**src/rtl/dyn_term_pkg.sv**
```systemverilog
/*
  Constants, mode-field layouts and latency figures for the dynamic
  termination control. Assumes all figures are in command clock cycles.
*/
// How it works
// - With dynamic mode on, a write switches to write strength after WL-2.
// - Write strength returns to nominal 4 or 6 clocks plus turn-off latency.
// - The pin still gates termination on and off through the latencies.
// - A skew window follows the nominal-to-write switch; value is unknown.
// - Nominal field is mode_reg_one bits 9,6,2; codes 110 and 111 reserved.
// - Write field is mode_reg_two bits 10,9; 00 off, 01 /4, 10 /2.
// - Dynamic switching is active when either bit 9 or bit 10 is set.
// - With no writes only nominal strength applies, gated by the pin.
// - Turn-off latency equals CAS write latency plus additive minus two.
`default_nettype none
package dyn_term_pkg;
  localparam int NOM_BIT_HI = 9;
  localparam int NOM_BIT_MID = 6;
  localparam int NOM_BIT_LO = 2;
  localparam int WR_BIT_HI = 10;
  localparam int WR_BIT_LO = 9;
  localparam logic [2:0] NOM_OFF = 3'h0;
  localparam logic [2:0] NOM_DIV4 = 3'h1;
  localparam logic [2:0] NOM_DIV2 = 3'h2;
  localparam logic [2:0] NOM_DIV6 = 3'h3;
  localparam logic [2:0] NOM_DIV12 = 3'h4;
  localparam logic [2:0] NOM_DIV8 = 3'h5;
  localparam logic [1:0] WR_OFF = 2'h0;
  localparam logic [1:0] WR_DIV4 = 2'h1;
  localparam logic [1:0] WR_DIV2 = 2'h2;
  localparam logic [3:0] DIV_NONE = 4'h0;
  localparam logic [3:0] DIV_2 = 4'h2;
  localparam logic [3:0] DIV_4 = 4'h4;
  localparam logic [3:0] DIV_6 = 4'h6;
  localparam logic [3:0] DIV_8 = 4'h8;
  localparam logic [3:0] DIV_12 = 4'hc;
  localparam int LAT_W = 5;
  localparam int DELAY_DEPTH = 32;
  localparam logic [LAT_W-1:0] ODT_BIAS_TCK = 5'h02;
  localparam logic [LAT_W-1:0] TAP_ADVANCE = 5'h02;
  localparam logic [LAT_W-1:0] LAT_RESET = 5'h03;
  localparam int HOLD_W = 3;
  localparam logic [HOLD_W-1:0] CHOP_TCK = 3'h4;
  localparam logic [HOLD_W-1:0] FULL_TCK = 3'h6;
  localparam int SKEW_NOM_TENTHS = 5;
  localparam int SKEW_TOL_TENTHS = 2;
  localparam int SKEW_RAW = (SKEW_NOM_TENTHS + SKEW_TOL_TENTHS) / 10;
  localparam logic [1:0] SKEW_CYCLES = (SKEW_RAW > 0) ? 2'(SKEW_RAW) : 2'h1;
  localparam int SINCE_W = 6;
  localparam logic [SINCE_W-1:0] SINCE_MAX = 6'h3f;
endpackage
`default_nettype wire

```
**src/rtl/dynamic_termination_control.sv**
```systemverilog
/*
  Dynamic on-die termination control: selects off, nominal or write
  strength for the data pins. Assumes pin and command inputs are
  synchronous to clk and that the controller keeps its own timing.
*/
`timescale 1ns/1ps
`default_nettype none
module dynamic_termination_control
  import dyn_term_pkg::*;
(
  input wire logic clk,
  input wire logic reset,
  input wire logic odt_pin,
  input wire logic write_cmd,
  input wire logic write_chop,
  input wire logic [15:0] mode_reg_one,
  input wire logic [15:0] mode_reg_two,
  input wire logic [3:0] cas_write_latency,
  input wire logic [3:0] additive_latency,
  output logic term_on,
  output logic [3:0] term_divider,
  output logic write_sel,
  output logic term_unknown,
  output logic dynamic_active,
  output logic config_error
);
  logic [2:0] nominal_code;
  logic [1:0] write_code;
  logic dyn_enable;
  logic [LAT_W-1:0] odt_latency;
  logic [LAT_W-1:0] next_latency;
  logic [LAT_W-1:0] tap;
  logic [1:0] write_tap;
  logic pin_tap;
  logic write_event;
  logic [HOLD_W-1:0] hold;
  logic [HOLD_W-1:0] next_hold;
  logic next_wsel;
  logic [3:0] nom_div;
  logic [3:0] wr_div;
  logic [3:0] next_div;
  logic nom_reserved;
  logic wr_reserved;
  logic [1:0] skew_cnt;
  logic [1:0] next_skew;

  // Mode fields
  assign nominal_code = {mode_reg_one[NOM_BIT_HI], mode_reg_one[NOM_BIT_MID],
                         mode_reg_one[NOM_BIT_LO]};
  assign write_code = {mode_reg_two[WR_BIT_HI], mode_reg_two[WR_BIT_LO]};
  assign dyn_enable = mode_reg_two[WR_BIT_HI] | mode_reg_two[WR_BIT_LO];

  // Synchronous latency, also the nominal-to-write delay
  assign next_latency = ({1'b0, cas_write_latency} + {1'b0, additive_latency})
                        - ODT_BIAS_TCK;
  assign tap = odt_latency - TAP_ADVANCE;

  always_ff @(posedge clk) begin
    if (reset) begin
      odt_latency <= LAT_RESET;
    end else begin
      odt_latency <= next_latency;
    end
  end

  delay_line #(.WIDTH(1)) pin_delay (
    .clk(clk),
    .reset(reset),
    .din(odt_pin),
    .tap(tap),
    .dout(pin_tap)
  );

  // Each write travels with its own chop flag
  delay_line #(.WIDTH(2)) write_delay (
    .clk(clk),
    .reset(reset),
    .din({write_cmd, write_chop}),
    .tap(tap),
    .dout(write_tap)
  );

  assign write_event = write_tap[1] && dyn_enable;

  // Write-strength hold counter, reloaded by every delayed write while dynamic mode is on
  always_comb begin
    next_hold = hold;
    if (!dyn_enable) begin
      next_hold = '0;
    end else if (write_event) begin
      next_hold = write_tap[0] ? CHOP_TCK : FULL_TCK;
    end else if (hold != '0) begin
      next_hold = hold - 3'h1;
    end
  end

  assign next_wsel = next_hold != '0;

  // Strength decoding
  always_comb begin
    nom_reserved = 1'b0;
    case (nominal_code)
      NOM_OFF: nom_div = DIV_NONE;
      NOM_DIV4: nom_div = DIV_4;
      NOM_DIV2: nom_div = DIV_2;
      NOM_DIV6: nom_div = DIV_6;
      NOM_DIV12: nom_div = DIV_12;
      NOM_DIV8: nom_div = DIV_8;
      default: begin
        nom_div = DIV_NONE;
        nom_reserved = 1'b1;
      end
    endcase
  end

  always_comb begin
    wr_reserved = 1'b0;
    case (write_code)
      WR_DIV4: wr_div = DIV_4;
      WR_DIV2: wr_div = DIV_2;
      WR_OFF: wr_div = DIV_NONE;
      default: begin
        wr_div = DIV_NONE;
        wr_reserved = 1'b1;
      end
    endcase
  end

  // Pin gates on and off; writes only change the strength
  always_comb begin
    if (!pin_tap) begin
      next_div = DIV_NONE;
    end else if (next_wsel) begin
      next_div = wr_div;
    end else begin
      next_div = nom_div;
    end
  end

  // Skew window after the switch to write strength
  always_comb begin
    if (next_wsel && !write_sel) begin
      next_skew = SKEW_CYCLES;
    end else if (skew_cnt != 2'h0) begin
      next_skew = skew_cnt - 2'h1;
    end else begin
      next_skew = skew_cnt;
    end
  end

  always_ff @(posedge clk) begin
    if (reset) begin
      hold <= '0;
      write_sel <= 1'b0;
    end else begin
      hold <= next_hold;
      write_sel <= next_wsel;
    end
  end

  always_ff @(posedge clk) begin
    if (reset) begin
      term_on <= 1'b0;
      term_divider <= DIV_NONE;
    end else begin
      term_on <= pin_tap;
      term_divider <= next_div;
    end
  end

  always_ff @(posedge clk) begin
    if (reset) begin
      skew_cnt <= 2'h0;
      term_unknown <= 1'b0;
    end else begin
      skew_cnt <= next_skew;
      term_unknown <= next_skew != 2'h0;
    end
  end

  always_ff @(posedge clk) begin
    if (reset) begin
      dynamic_active <= 1'b0;
      config_error <= 1'b0;
    end else begin
      dynamic_active <= dyn_enable;
      config_error <= nom_reserved || wr_reserved;
    end
  end

  // Helper counters for the checks below
  logic [SINCE_W-1:0] since_write;
  logic [SINCE_W-1:0] since_pin;
  logic last_chop;
  logic prev_pin;
  logic [SINCE_W-1:0] lat_wide;

  assign lat_wide = {1'b0, odt_latency};

  always_ff @(posedge clk) begin
    if (reset) begin
      since_write <= SINCE_MAX;
      since_pin <= SINCE_MAX;
      last_chop <= 1'b0;
      prev_pin <= 1'b0;
    end else begin
      prev_pin <= odt_pin;
      if (write_cmd) begin
        since_write <= 6'h01;
        last_chop <= write_chop;
      end else if (since_write != SINCE_MAX) begin
        since_write <= since_write + 6'h01;
      end
      if (odt_pin && !prev_pin) begin
        since_pin <= 6'h01;
      end else if (since_pin != SINCE_MAX) begin
        since_pin <= since_pin + 6'h01;
      end
    end
  end
endmodule
`default_nettype wire

```
**src/rtl/delay_line.sv**
```systemverilog
/*
  Shift register with a run-time tap, used to delay the pin and write
  events by the programmed latency. Assumes tap below DELAY_DEPTH.
*/
`timescale 1ns/1ps
`default_nettype none
module delay_line
  import dyn_term_pkg::*;
#(
  parameter int WIDTH = 1
) (
  input wire logic clk,
  input wire logic reset,
  input wire logic [WIDTH-1:0] din,
  input wire logic [LAT_W-1:0] tap,
  output logic [WIDTH-1:0] dout
);
  logic [WIDTH-1:0] stage [DELAY_DEPTH];

  // Stage k shows the input k+1 cycles later
  always_ff @(posedge clk) begin
    if (reset) begin
      for (int i = 0; i < DELAY_DEPTH; i++) begin
        stage[i] <= '0;
      end
    end else begin
      stage[0] <= din;
      for (int i = 1; i < DELAY_DEPTH; i++) begin
        stage[i] <= stage[i-1];
      end
    end
  end

  assign dout = stage[tap];
endmodule
`default_nettype wire

```
**config.mk**
```make
export PLATFORM = sky130hd
export DESIGN_NAME = dynamic_termination_control
export DESIGN_NICKNAME = d
export VERILOG_FILES = /design/src/rtl/dyn_term_pkg.sv /design/src/rtl/dynamic_termination_control.sv /design/src/rtl/delay_line.sv
export SDC_FILE = /design/constraint.sdc
export NUM_CORES = 1
export LEC_CHECK = 0
export BUFFER_PORTS_ARGS = -buffer_cell sky130_fd_sc_hd__buf_4
export CAP_MARGIN = 10
export CORE_MARGIN = 3
export CORE_UTILIZATION = 45
export CTS_CLUSTER_DIAMETER = 100
export DETAILED_ROUTE_END_ITERATION = 8
export PLACE_DENSITY = 0.7
export SLEW_MARGIN = 10
export SYNTH_ARGS = -nofsm -noshare
export SYNTH_HDL_FRONTEND = slang
export SYNTH_SLANG_ARGS = --single-unit
```
**constraint.sdc**
```tcl
create_clock -name clk -period 3.5 [get_ports clk]
set_clock_uncertainty 0.05 [all_clocks]
set_input_delay 0.35 -clock clk [delete_from_list [all_inputs] [get_ports clk]]
set_output_delay 0.35 -clock clk [all_outputs]
set_load 0.01 [all_outputs]
```
; ---- After elaboration in Yosys (flattened, before gate mapping)
; Memories as Yosys holds them, arrays and structs flattened.
; Index checks and enable logic that the tools add are counted.
[totals]
ff_bits = 19
latchBits = 0
mem_bits_rw = 96
rom_bits = 0
input_bits = 45
output_inout_bits = 9
word_cells = 180
mem_count = 2
[op_classes]
n_addsub = 5
multipliers = 0
div_mod_pow = 0
n_lt_le_gt_ge = 0
eq_ne = 7
shifts = 0
muxes = 78
bitwise = 66
n_reduce_logical = 13
[memory_table]
columns = memory, words, word_bits, rd, rd_ports_with_merged_regs, write_ports, line
row1 = write_delay.stage, 32, 2, 32, 0, 32, delay_line.sv:18  ; logic [WIDTH-1:0] stage [DELAY_DEPTH];
row2 = pin_delay.stage, 32, 1, 32, 0, 32, delay_line.sv:18
[ops]
columns = operator, n
row1 = $mux W2, 35
row2 = $or A1 B1 Y1, 65
row3 = $mux W1, 37
row4 = $pmux W4 S5, 1
row5 = $sub A5 B2 Y5 const B, 2
row6 = $mux W3, 3
row7 = $eq A3 B2 Y1 const B, 2
row8 = $eq A3 B3 Y1 const B, 2
row9 = $pmux W3 S2, 1
row10 = $reduce_bool A3 Y1, 2
row11 = $reduce_or A6 Y1, 1
row12 = $add A4 B4 Y5, 1
row13 = $mux W4, 1
row14 = $reduce_bool A2 Y1, 2
row15 = $eq A3 B1 Y1 const B, 1
row16 = $logic_not A3 Y1, 1
row17 = $reduce_or A3 Y1, 1
row18 = $sub A3 B1 Y3 const B, 1
row19 = $eq A2 B1 Y1 const B, 1
row20 = $eq A2 B2 Y1 const B, 1
row21 = $logic_and A1 B1 Y1, 2
row22 = $logic_not A2 Y1, 1
row23 = $reduce_or A2 Y1, 1
row24 = $sub A2 B1 Y2 const B, 1
row25 = 3 further kinds, 3

; ---- Longest topological paths before layout
; Gate-level depths: netlist of the first run.
; An unclocked memory read counts as a cell.
[depth]
word_depth = 9
mapped_depth = 12
ltp_nobuf = 8

; ---- Hierarchy
; A second synthesis of the first run with hierarchy kept.
[hier_totals]
cells_unflattened = 412
area_unflattened_um2 = 4415.5
[by_module_without_submodules]
columns = mod, n_inst, cells_each, area_each_um2, seq_area_each_um2
row1 = delay_line (write_delay), 1, 207, 2318.5, 1281.2
row2 = delay_line (pin_delay), 1, 108, 1177.4, 640.6
row3 = dynamic_termination_control, 1, 97, 919.6, 360.3

; ---- Worst setup path after synthesis of the first run
; OpenSTA, ideal clock, no wires.
[synth_timing]
path_type = register -> register
startpoint = reg odt_latency[1]
endpoint = reg term_divider[3]
setup_time_ps = 117
t_arrival_ps = 2996
t_required_ps = 3333
path_slack_ps = 337
stages_incl_launch_ff = 13
n_path_buf = 4
synth_period_minus_slack_ps = 3163
path_cell_list = dfxtp_1 > clkbuf_1 > clkbuf_1 > inv_1 > ha_1 > buf_2 > clkbuf_1 > mux4_2 > mux4_2 > mux2i_1 > or2_2 > inv_2 > and4b_1
[synth_between]
elab_chain_len = 7
elab_cells_between_ends = 11
classes_between = 1 x add/sub / 4 x mux / 1 x bitwise / 3 x reduce/logical / 2 x memory
[synth_lines]
columns = element, line
row1 = "start, declared", dynamic_termination_control.sv:30  ; logic [LAT_W-1:0] odt_latency;
row2 = "start signal, assigned", dynamic_termination_control.sv:62  ; odt_latency <= next_latency;
row3 = $sub A5 B2 Y5 (*), dynamic_termination_control.sv:56  ; assign tap = odt_latency - TAP_ADVANCE;
row4 = $mem_v2 Z32 W2, --
row5 = $mux W2 / $logic_and A1 B1 Y1 (equally long branches), "dynamic_termination_control.sv:91, dynamic_termination_control.sv:83"
row6 = $mux W3, dynamic_termination_control.sv:90  ; end else if (write_event) begin
row7 = $mux W3, dynamic_termination_control.sv:88  ; if (!dyn_enable) begin
row8 = $reduce_bool A3 Y1, dynamic_termination_control.sv:97  ; assign next_wsel = next_hold != '0;
row9 = $mux W4, dynamic_termination_control.sv:133  ; end else if (next_wsel) begin
row10 = "end signal, assigned", dynamic_termination_control.sv:167  ; term_divider <= next_div;
row11 = "end, declared", dynamic_termination_control.sv:21  ; output logic [3:0] term_divider,
; Mark *: on every way between the ends. The rest lies on a longest branch, timed or not.
; A chain may end at the register's enable or synchronous reset.

; ---- Worst setup path after layout of the first run
; Same ends and word-level chain as after synthesis.

==> results of run 1 <==
-- metrics by stage --
step | setup slack, ns | hold WS (ns) | cell area, um^2 | instances | util (%)
after detailed placement | 0.821 | 0.384 | 4520 | 467 | 50.6
after global placement | 0.833 | 0.369 | 4520 | 467 | 50.6
after global routing | 0.669 | 0.0424 | 5120 | 504 | 57.3
final | 0.845 | 0.0484 | 5120 | 504 | 57.3
after CTS | 0.808 | 0.0239 | 5120 | 504 | 57.3
after floorplan | 0.337 | 0.362 | 4260 | 349 | -
-- layout make-up --
type | count | area (um^2) | share of cell area, %
inverter | 21 | 78.8 | 1.54
multi-input combinational | 195 | 1790 | 35.0
sequential | 114 | 2280 | 44.6
tap | 108 | 135 | 2.64
timing repair buffer | 34 | 280 | 5.48
clock inverter | 15 | 135 | 2.64
clock buffer | 17 | 414 | 8.09
-- power breakdown --
group	total (mW)	leakage, nW	internal, mW	switching (mW)
logic	0.423	0.940	0.196	0.227
registers	1.36	0.923	1.34	0.0212
clock network	1.57	0.263	0.900	0.670
-- flip-flops by register name, summed over array words and instances, names as in the netlist --
signal and flops:
hold 3, skew_cnt 2, pin_delay.stage 32, odt_latency 5
write_sel 1, write_delay.stage 64, config_error 1, term_divider 3
term_on 1, dynamic_active 1, term_unknown 1
-- worst reg2reg max path, cell delays in order (launching register included) --
cell	delay [ns]
dfxtp_1	0.33
inv_1	0.05
ha_1	0.72
mux4_1	0.43
mux4_2	0.48
mux2i_1	0.12
or2_2	0.17
inv_2	0.05
and4b_1	0.16
-- layer usage --
metal | global-route usage [%] | vias to the layer above
met2 | 24.3 | 26
li1 | - | 1242
met3 | 5.23 | 10
met5 | 0 | -
met4 | 6.87 | 0
met1 | 18.0 | 1214
-- cells in the final DEF (no fill, tap or decap), types with 3 or more instances in the layout --
cell,instances
dlygate4sd3_1,5
or2_2,3
inv_6,8
dfxtp_1,114
nor2_1,10
inv_8,3
nor2b_1,97
clkbuf_16,16
clkinvlp_4,3
xor2_1,3
inv_1,20
buf_4,28
mux4_2,25
ha_1,11
o22ai_1,3
nand2b_1,3
o21ai_1,3
mux2i_1,4
-- cells by family (layout without fill, tap and decap cells) --
| family | after synthesis | in the layout |
|---|---|---|
| muxes | 34 | 34 |
| other | 1 | 1 |
| and+or+nand+nor | 124 | 124 |
| adders and majority gates | 12 | 12 |
| DFF | 114 | 114 |
| buffers and inverters | 40 | 87 |
| AOI/OAI and AO/OA | 19 | 19 |
| xor gates and xnor gates | 5 | 5 |
-- what timing repair did --
item / CTS / global route
buffers inserted: 0 / 0
hold endpoints to repair: 5 / 0
hold buffers: 5 / 0
-- worst paths after layout --
kind,to,depth (start not counted),start
min,config_error$_SDFF_PP0_,3,mode_reg_one[9]
min reg2reg,skew_cnt[0]$_SDFF_PP0_,1,skew_cnt[0]$_SDFF_PP0_
max reg2reg,term_divider[3]$_SDFF_PP0_,8,odt_latency[1]$_SDFF_PP1_
max,term_divider[3]$_SDFF_PP0_,8,odt_latency[1]$_SDFF_PP1_
==> results.md, run 1 <==
- Residual DRC: 0
- Relative slew slack: between 50% and 60%
- Total Power: 3.35 mW
- Ys async rst share: 0%
- DRT iter0 DRCs: 62
- Slowest cell on the critical path: ha_1
- Vias in the first global route: 2541
- Crit-path cells: inv_1, ha_1, mux4_1, mux4_2, mux2i_1, or2_2, inv_2, and4b_1
- WL/cell: 13.6 um
- H-Tree Depth: 4
- Synthesis Warnings: 0
- Die area: 0.0107 mm^2
- Initial antenna violation count: 0
- Peak supply drop: 0.351 mV
- Crit share post-route: 75.8%
- Antenna Violating Nets Remaining: 0
- Most frequent cell after synthesis: dfxtp_1
- Mux share of post-synthesis cell area: 15.8%
- Syn_nets: 406
- Fraction of layout cells with a size suffix above 1: 24.2%
- CP required: 3.86 ns
- Final WL: 6880 um
- RSZ-0062 raised after global routing: no
- Post-Synth Simple-Gate Area: 17.6%
- WS Path Type: reg -> reg
- R2r setup slk: between 0.8 and 0.9 ns
- CP bufs+invs: 2
- Row count: 34
- Largest family of logic cells by synthesized area: simple AND/OR/NAND/NOR gates
- Min Tclk post-route: 2.65 ns
- Register area share after synthesis: approximately 54%
- Clock slew seen by the registers of the worst setup and hold paths: 0.06 ns
- Count of cell types in the netlist: 42
- Clk_lat worst skew: 0.51 ns
- CP peak stage delay: 0.72 ns
- Power Density: roughly 660 mW/mm^2
- Yosys top cell by area: dfxtp_1
- Net total in the final layout: 440
- Synth Flop Type: dfxtp_1
- TritonCTS clock tree: yes
- Grt total ovfl: 0
- Core Area: 0.00893 mm^2
- Post-DP HPWL: 4260 um
- Worst hold path class: in -> reg
- EDFF count, synth: 0
- GRT Total Usage: 15.0%
- Startpoint Class: flip-flop
- Max-slew violations: 0
- DR top layer: met4
- Post-Synthesis Cells: 349
- DR vias/cell: 4.94
- RePlAce Congestion: 0.714
- Adder-cell share of the synthesized area: 3.70%
- Num CTS Buffers: 17
- Max-cap violation count: 0
- Crit. End Element: flip-flop
- Critical Path AT: 3.01 ns
- Fill cells: ~740
- Clock tree sinks: 114
- Vias after detailed routing: roughly 2500
- Final Hold Vio Count: 0
- M1 WL: roughly 3200 um
- Xor and xnor area share after synthesis: 1.03%
- Die X: 103 um
- Worst slew pin tran: 0.733 ns
- IO Pins: 54
- Synth top cells by count: 114 x dfxtp_1, 97 x nor2b_1, 25 x mux4_2
- Ant. Diodes: 0
- CTS resizes: 0
- Met2 wire length: 3410 um
- Largest net degree at the start of global routing: 80
- First-pass GRT wire length: about 12000 um
- Family with the most delay on the worst path: multiplexers
- Setup violators final: 0
- CTS max path bufs: 2
- Avg Inst Size Synth: around 12 um^2
- Largest cells by area after synthesis: dfxtp_1 54%, nor2b_1 14%, mux4_2 13%
- Port buffer count: 25
- Crit-path max FO: 16
- Fmax: around 380 MHz
- CTS root buf: clkbuf_8
- Seq cells post-synth: 114
- Outcome: completed
- Synth top area share: 53.6%
- Mapped cell area: about 0.0043 mm^2
- Setup Total Neg Slack: 0 ns
- Die Y: 103 um
- Initial core utilization: between 40% and 50%
- Compound-Gate Fraction of Synth Area: 3.82%
- Pre-Repair DR Iteration Count: 4
- Pleak: 2.13 nW
- Area grow syn2layout: 20.2%
- Met3 Wirelength: around 200 um
Power figures use the tool's default switching activity.
==> inputs of run 2 (changes only) <==
--- a/config.mk
+++ b/config.mk
@@ -11,7 +11,7 @@
 export CORE_UTILIZATION = 45
 export CTS_CLUSTER_DIAMETER = 100
 export DETAILED_ROUTE_END_ITERATION = 8
-export PLACE_DENSITY = 0.7
+export PLACE_DENSITY = 0.72
 export SLEW_MARGIN = 10
 export SYNTH_ARGS = -nofsm -noshare
 export SYNTH_HDL_FRONTEND = slang
==> constraint.sdc (replaced) <==
create_clock -name clk -period 2.2 [get_ports clk]
set_clock_uncertainty 0.05 [all_clocks]
set_input_delay 0.22 -clock clk [delete_from_list [all_inputs] [get_ports clk]]
set_output_delay 0.22 -clock clk [all_outputs]
set_load 0.01 [all_outputs]
==> run 2 against run 1 <==
Net effect:
- the flow now finishes with violations (negative hold slack, negative setup slack)
- cell area rose by 7.5%
- fmax rose by 16%
- wire length rose by 9.2%
==> results.md, run 2 (synthesis results as in run 1) <==
- Residual DRC: 0 (unchanged)
- R2r setup slk: -0.09 ns (-0.93 ns)
- Antenna Violating Nets Remaining: 0 (unchanged)
- Fmax: 437 MHz (+16%)
- Ant. Diodes: 0 (unchanged)
- Setup WS pre-CTS: -0.197 ns (-1.02 ns)
- Pleak: 2.29 nW (+7.6%)
- WS Path Type: reg -> reg
- Slowest cell on the critical path: mux4_2
- Max-slew violations: 0 (unchanged)
- Largest Register: write_delay.stage
- DR vias/cell: 4.99 (+0.89%)
- Vias in the first global route: 2723 (+7.2%)
- Row count: 34 (unchanged)
- DRT iter0 DRCs: 109 (+76%)
- Die X: 103 um (unchanged)
- Largest regs: write_delay.stage x64, pin_delay.stage x32, odt_latency x5
- Clk_lat worst skew: 0.51 ns (about the same)
- Worst Setup Slack, final: -0.0895 ns (-0.935 ns)
- Cell mode on critical path: mux4_2
- Max reg flops: 64 (unchanged)
- Crit-path cells: inv_4, ha_4, buf_12, mux4_2, mux4_2, mux2i_2, or2_4, inv_2, and4b_1
- Worst Hold Margin: -0.0221 ns (-0.0705 ns)
- Port buffer count: 25 (unchanged)
- Peak supply drop: 0.533 mV (+52%)
- Area grow syn2layout: 29.2%
- Grt total ovfl: 0 (unchanged)
- Fraction of layout cells with a size suffix above 1: 31.9% (+7.7 points)
- Final Hold Vio Count: 1 (+1)
- Power Density: 1030 mW/mm^2 (+57%)
- Total Power: 5.66 mW (+69%)
- CP bufs+invs: 3 (+1)
- Worst hold path class: in -> reg
- Critical Path AT: 2.64 ns (-0.37 ns)
- Die Y: 103 um (unchanged)
- Max-cap violation count: 0 (unchanged)
- CTS max path bufs: 2 (unchanged)
- CTS root buf: clkbuf_8
- WL/cell: 14.2 um (+4.2%)
- Initial core utilization: 47.6% (unchanged)
- Most frequent cells in the layout: 111 x dfxtp_1, 97 x nor2b_1, 38 x buf_4
- Crit-path max FO: 5 (-11)
- Most common cell after layout, fill and taps aside: dfxtp_1
- Min Tclk post-route: 2.29 ns (-0.365 ns)
- Vias after detailed routing: 2634 (+5.7%)
- Net total in the final layout: 464 (+5.5%)
- Crit share post-route: 104% (+28 points)
- Final Util: 61.6% (+4.3 points)
- CP peak stage delay: 0.50 ns (-0.22 ns)
- CP required: 2.55 ns (-1.31 ns)
- Failing checks: negative hold slack, negative setup slack
- Clock slew seen by the registers of the worst setup and hold paths: 0.06 ns (about the same)
- Pre-Repair DR Iteration Count: 4 (unchanged)
- H-Tree Depth: 4 (unchanged)
- RSZ-0062 raised after global routing: yes
- GRT Total Usage: 16.0% (+0.93 points)
- IO Pins: 54 (unchanged)
- Startpoint Class: flip-flop
- Family with the most delay on the worst path: multiplexers
- Initial antenna violation count: 0 (unchanged)
- Crit. End Element: flip-flop
- Core Area: 0.00893 mm^2 (unchanged)
- Hold-fix buffer count after cts: 10 (+5)
- Clock tree sinks: 114 (unchanged)
- Post-DP HPWL: 4410 um (+3.4%)
- RePlAce Congestion: 0.709 (-0.71%)
- TritonCTS clock tree: yes
- First-pass GRT wire length: 12900 um (+7.8%)
- Die area: 0.0107 mm^2 (unchanged)
- Outcome: finished with violations
- Largest net degree at the start of global routing: 52 (-35%)
- Num CTS Buffers: 17 (unchanged)
- Setup Total Neg Slack: -0.249 ns (-0.249 ns)
- Final WL: 7510 um (+9.2%)
- Setup violators final: 5 (+5)
==> run 2: cell count changes in the layout (fill, tap and decap cells not counted), moves of 5 or more <==
cell	change
dlygate4sd3_1	+5
clkinv_4	+6
buf_4	+10
buf_6	+6
==> run 2: power by group <==
part	total, mW	switching [mW]	internal, mW
clock	2.57	1.04	1.53
sequential	2.18	0.0421	2.13
combinational	0.919	0.432	0.487
total	5.66	1.51	4.15
==> run 2: area by class of cell <==
class | count | area (um^2)
Tap cell | 108 | 135
Fill cell | 682 | 3430
Clock buffer | 17 | 414
Inverter | 21 | 81.3
Timing Repair Buffer | 58 | 536
Multi-Input combinational cell | 195 | 1900
Sequential cell | 114 | 2290
Clock inverter | 15 | 151
==> run 2: path summary, 6_finish.rpt <==
| check | depth (start not counted) | from | end |
|---|---|---|---|
| max | 9 | odt_latency[1]$_SDFF_PP1_ | term_divider[3]$_SDFF_PP0_ |
| min reg2reg | 1 | skew_cnt[0]$_SDFF_PP0_ | skew_cnt[0]$_SDFF_PP0_ |
| min | 2 | mode_reg_one[9] | term_divider[3]$_SDFF_PP0_ |
| max reg2reg | 9 | odt_latency[1]$_SDFF_PP1_ | term_divider[3]$_SDFF_PP0_ |
==> run 2: through the flow <==
stage	instances	instance area (um^2)	hold WS, ns
after floorplan	349	4340	0.254
after global placement	478	4640	0.369
after detailed placement	478	4640	0.385
after CTS	527	5460	-0.0415
after global routing	528	5500	-0.0328
final	528	5500	-0.0221
==> run 2: worst register-to-register path: stages (launching register included) <==
cell     delay (ns)
dfxtp_2        0.35
inv_4          0.04
ha_4           0.28
buf_12         0.12
mux4_2         0.30
mux4_2         0.51
mux2i_2        0.20
or2_4          0.16
inv_2          0.04
and4b_1        0.15
==> run 2: layer usage <==
metal	global-route usage [%]	wire, um
met5	0	0
met2	26.4	3720
met1	19.3	3450
met4	6.27	99
met3	5.23	237
==> run 2: repair_timing <==
item	CTS	global route
endpoints found under the setup margin	11	9
gates resized for setup	20	9
gates cloned	1	0
hold endpoints to repair	8	1
setup buffers	6	1
pin swaps	9	5
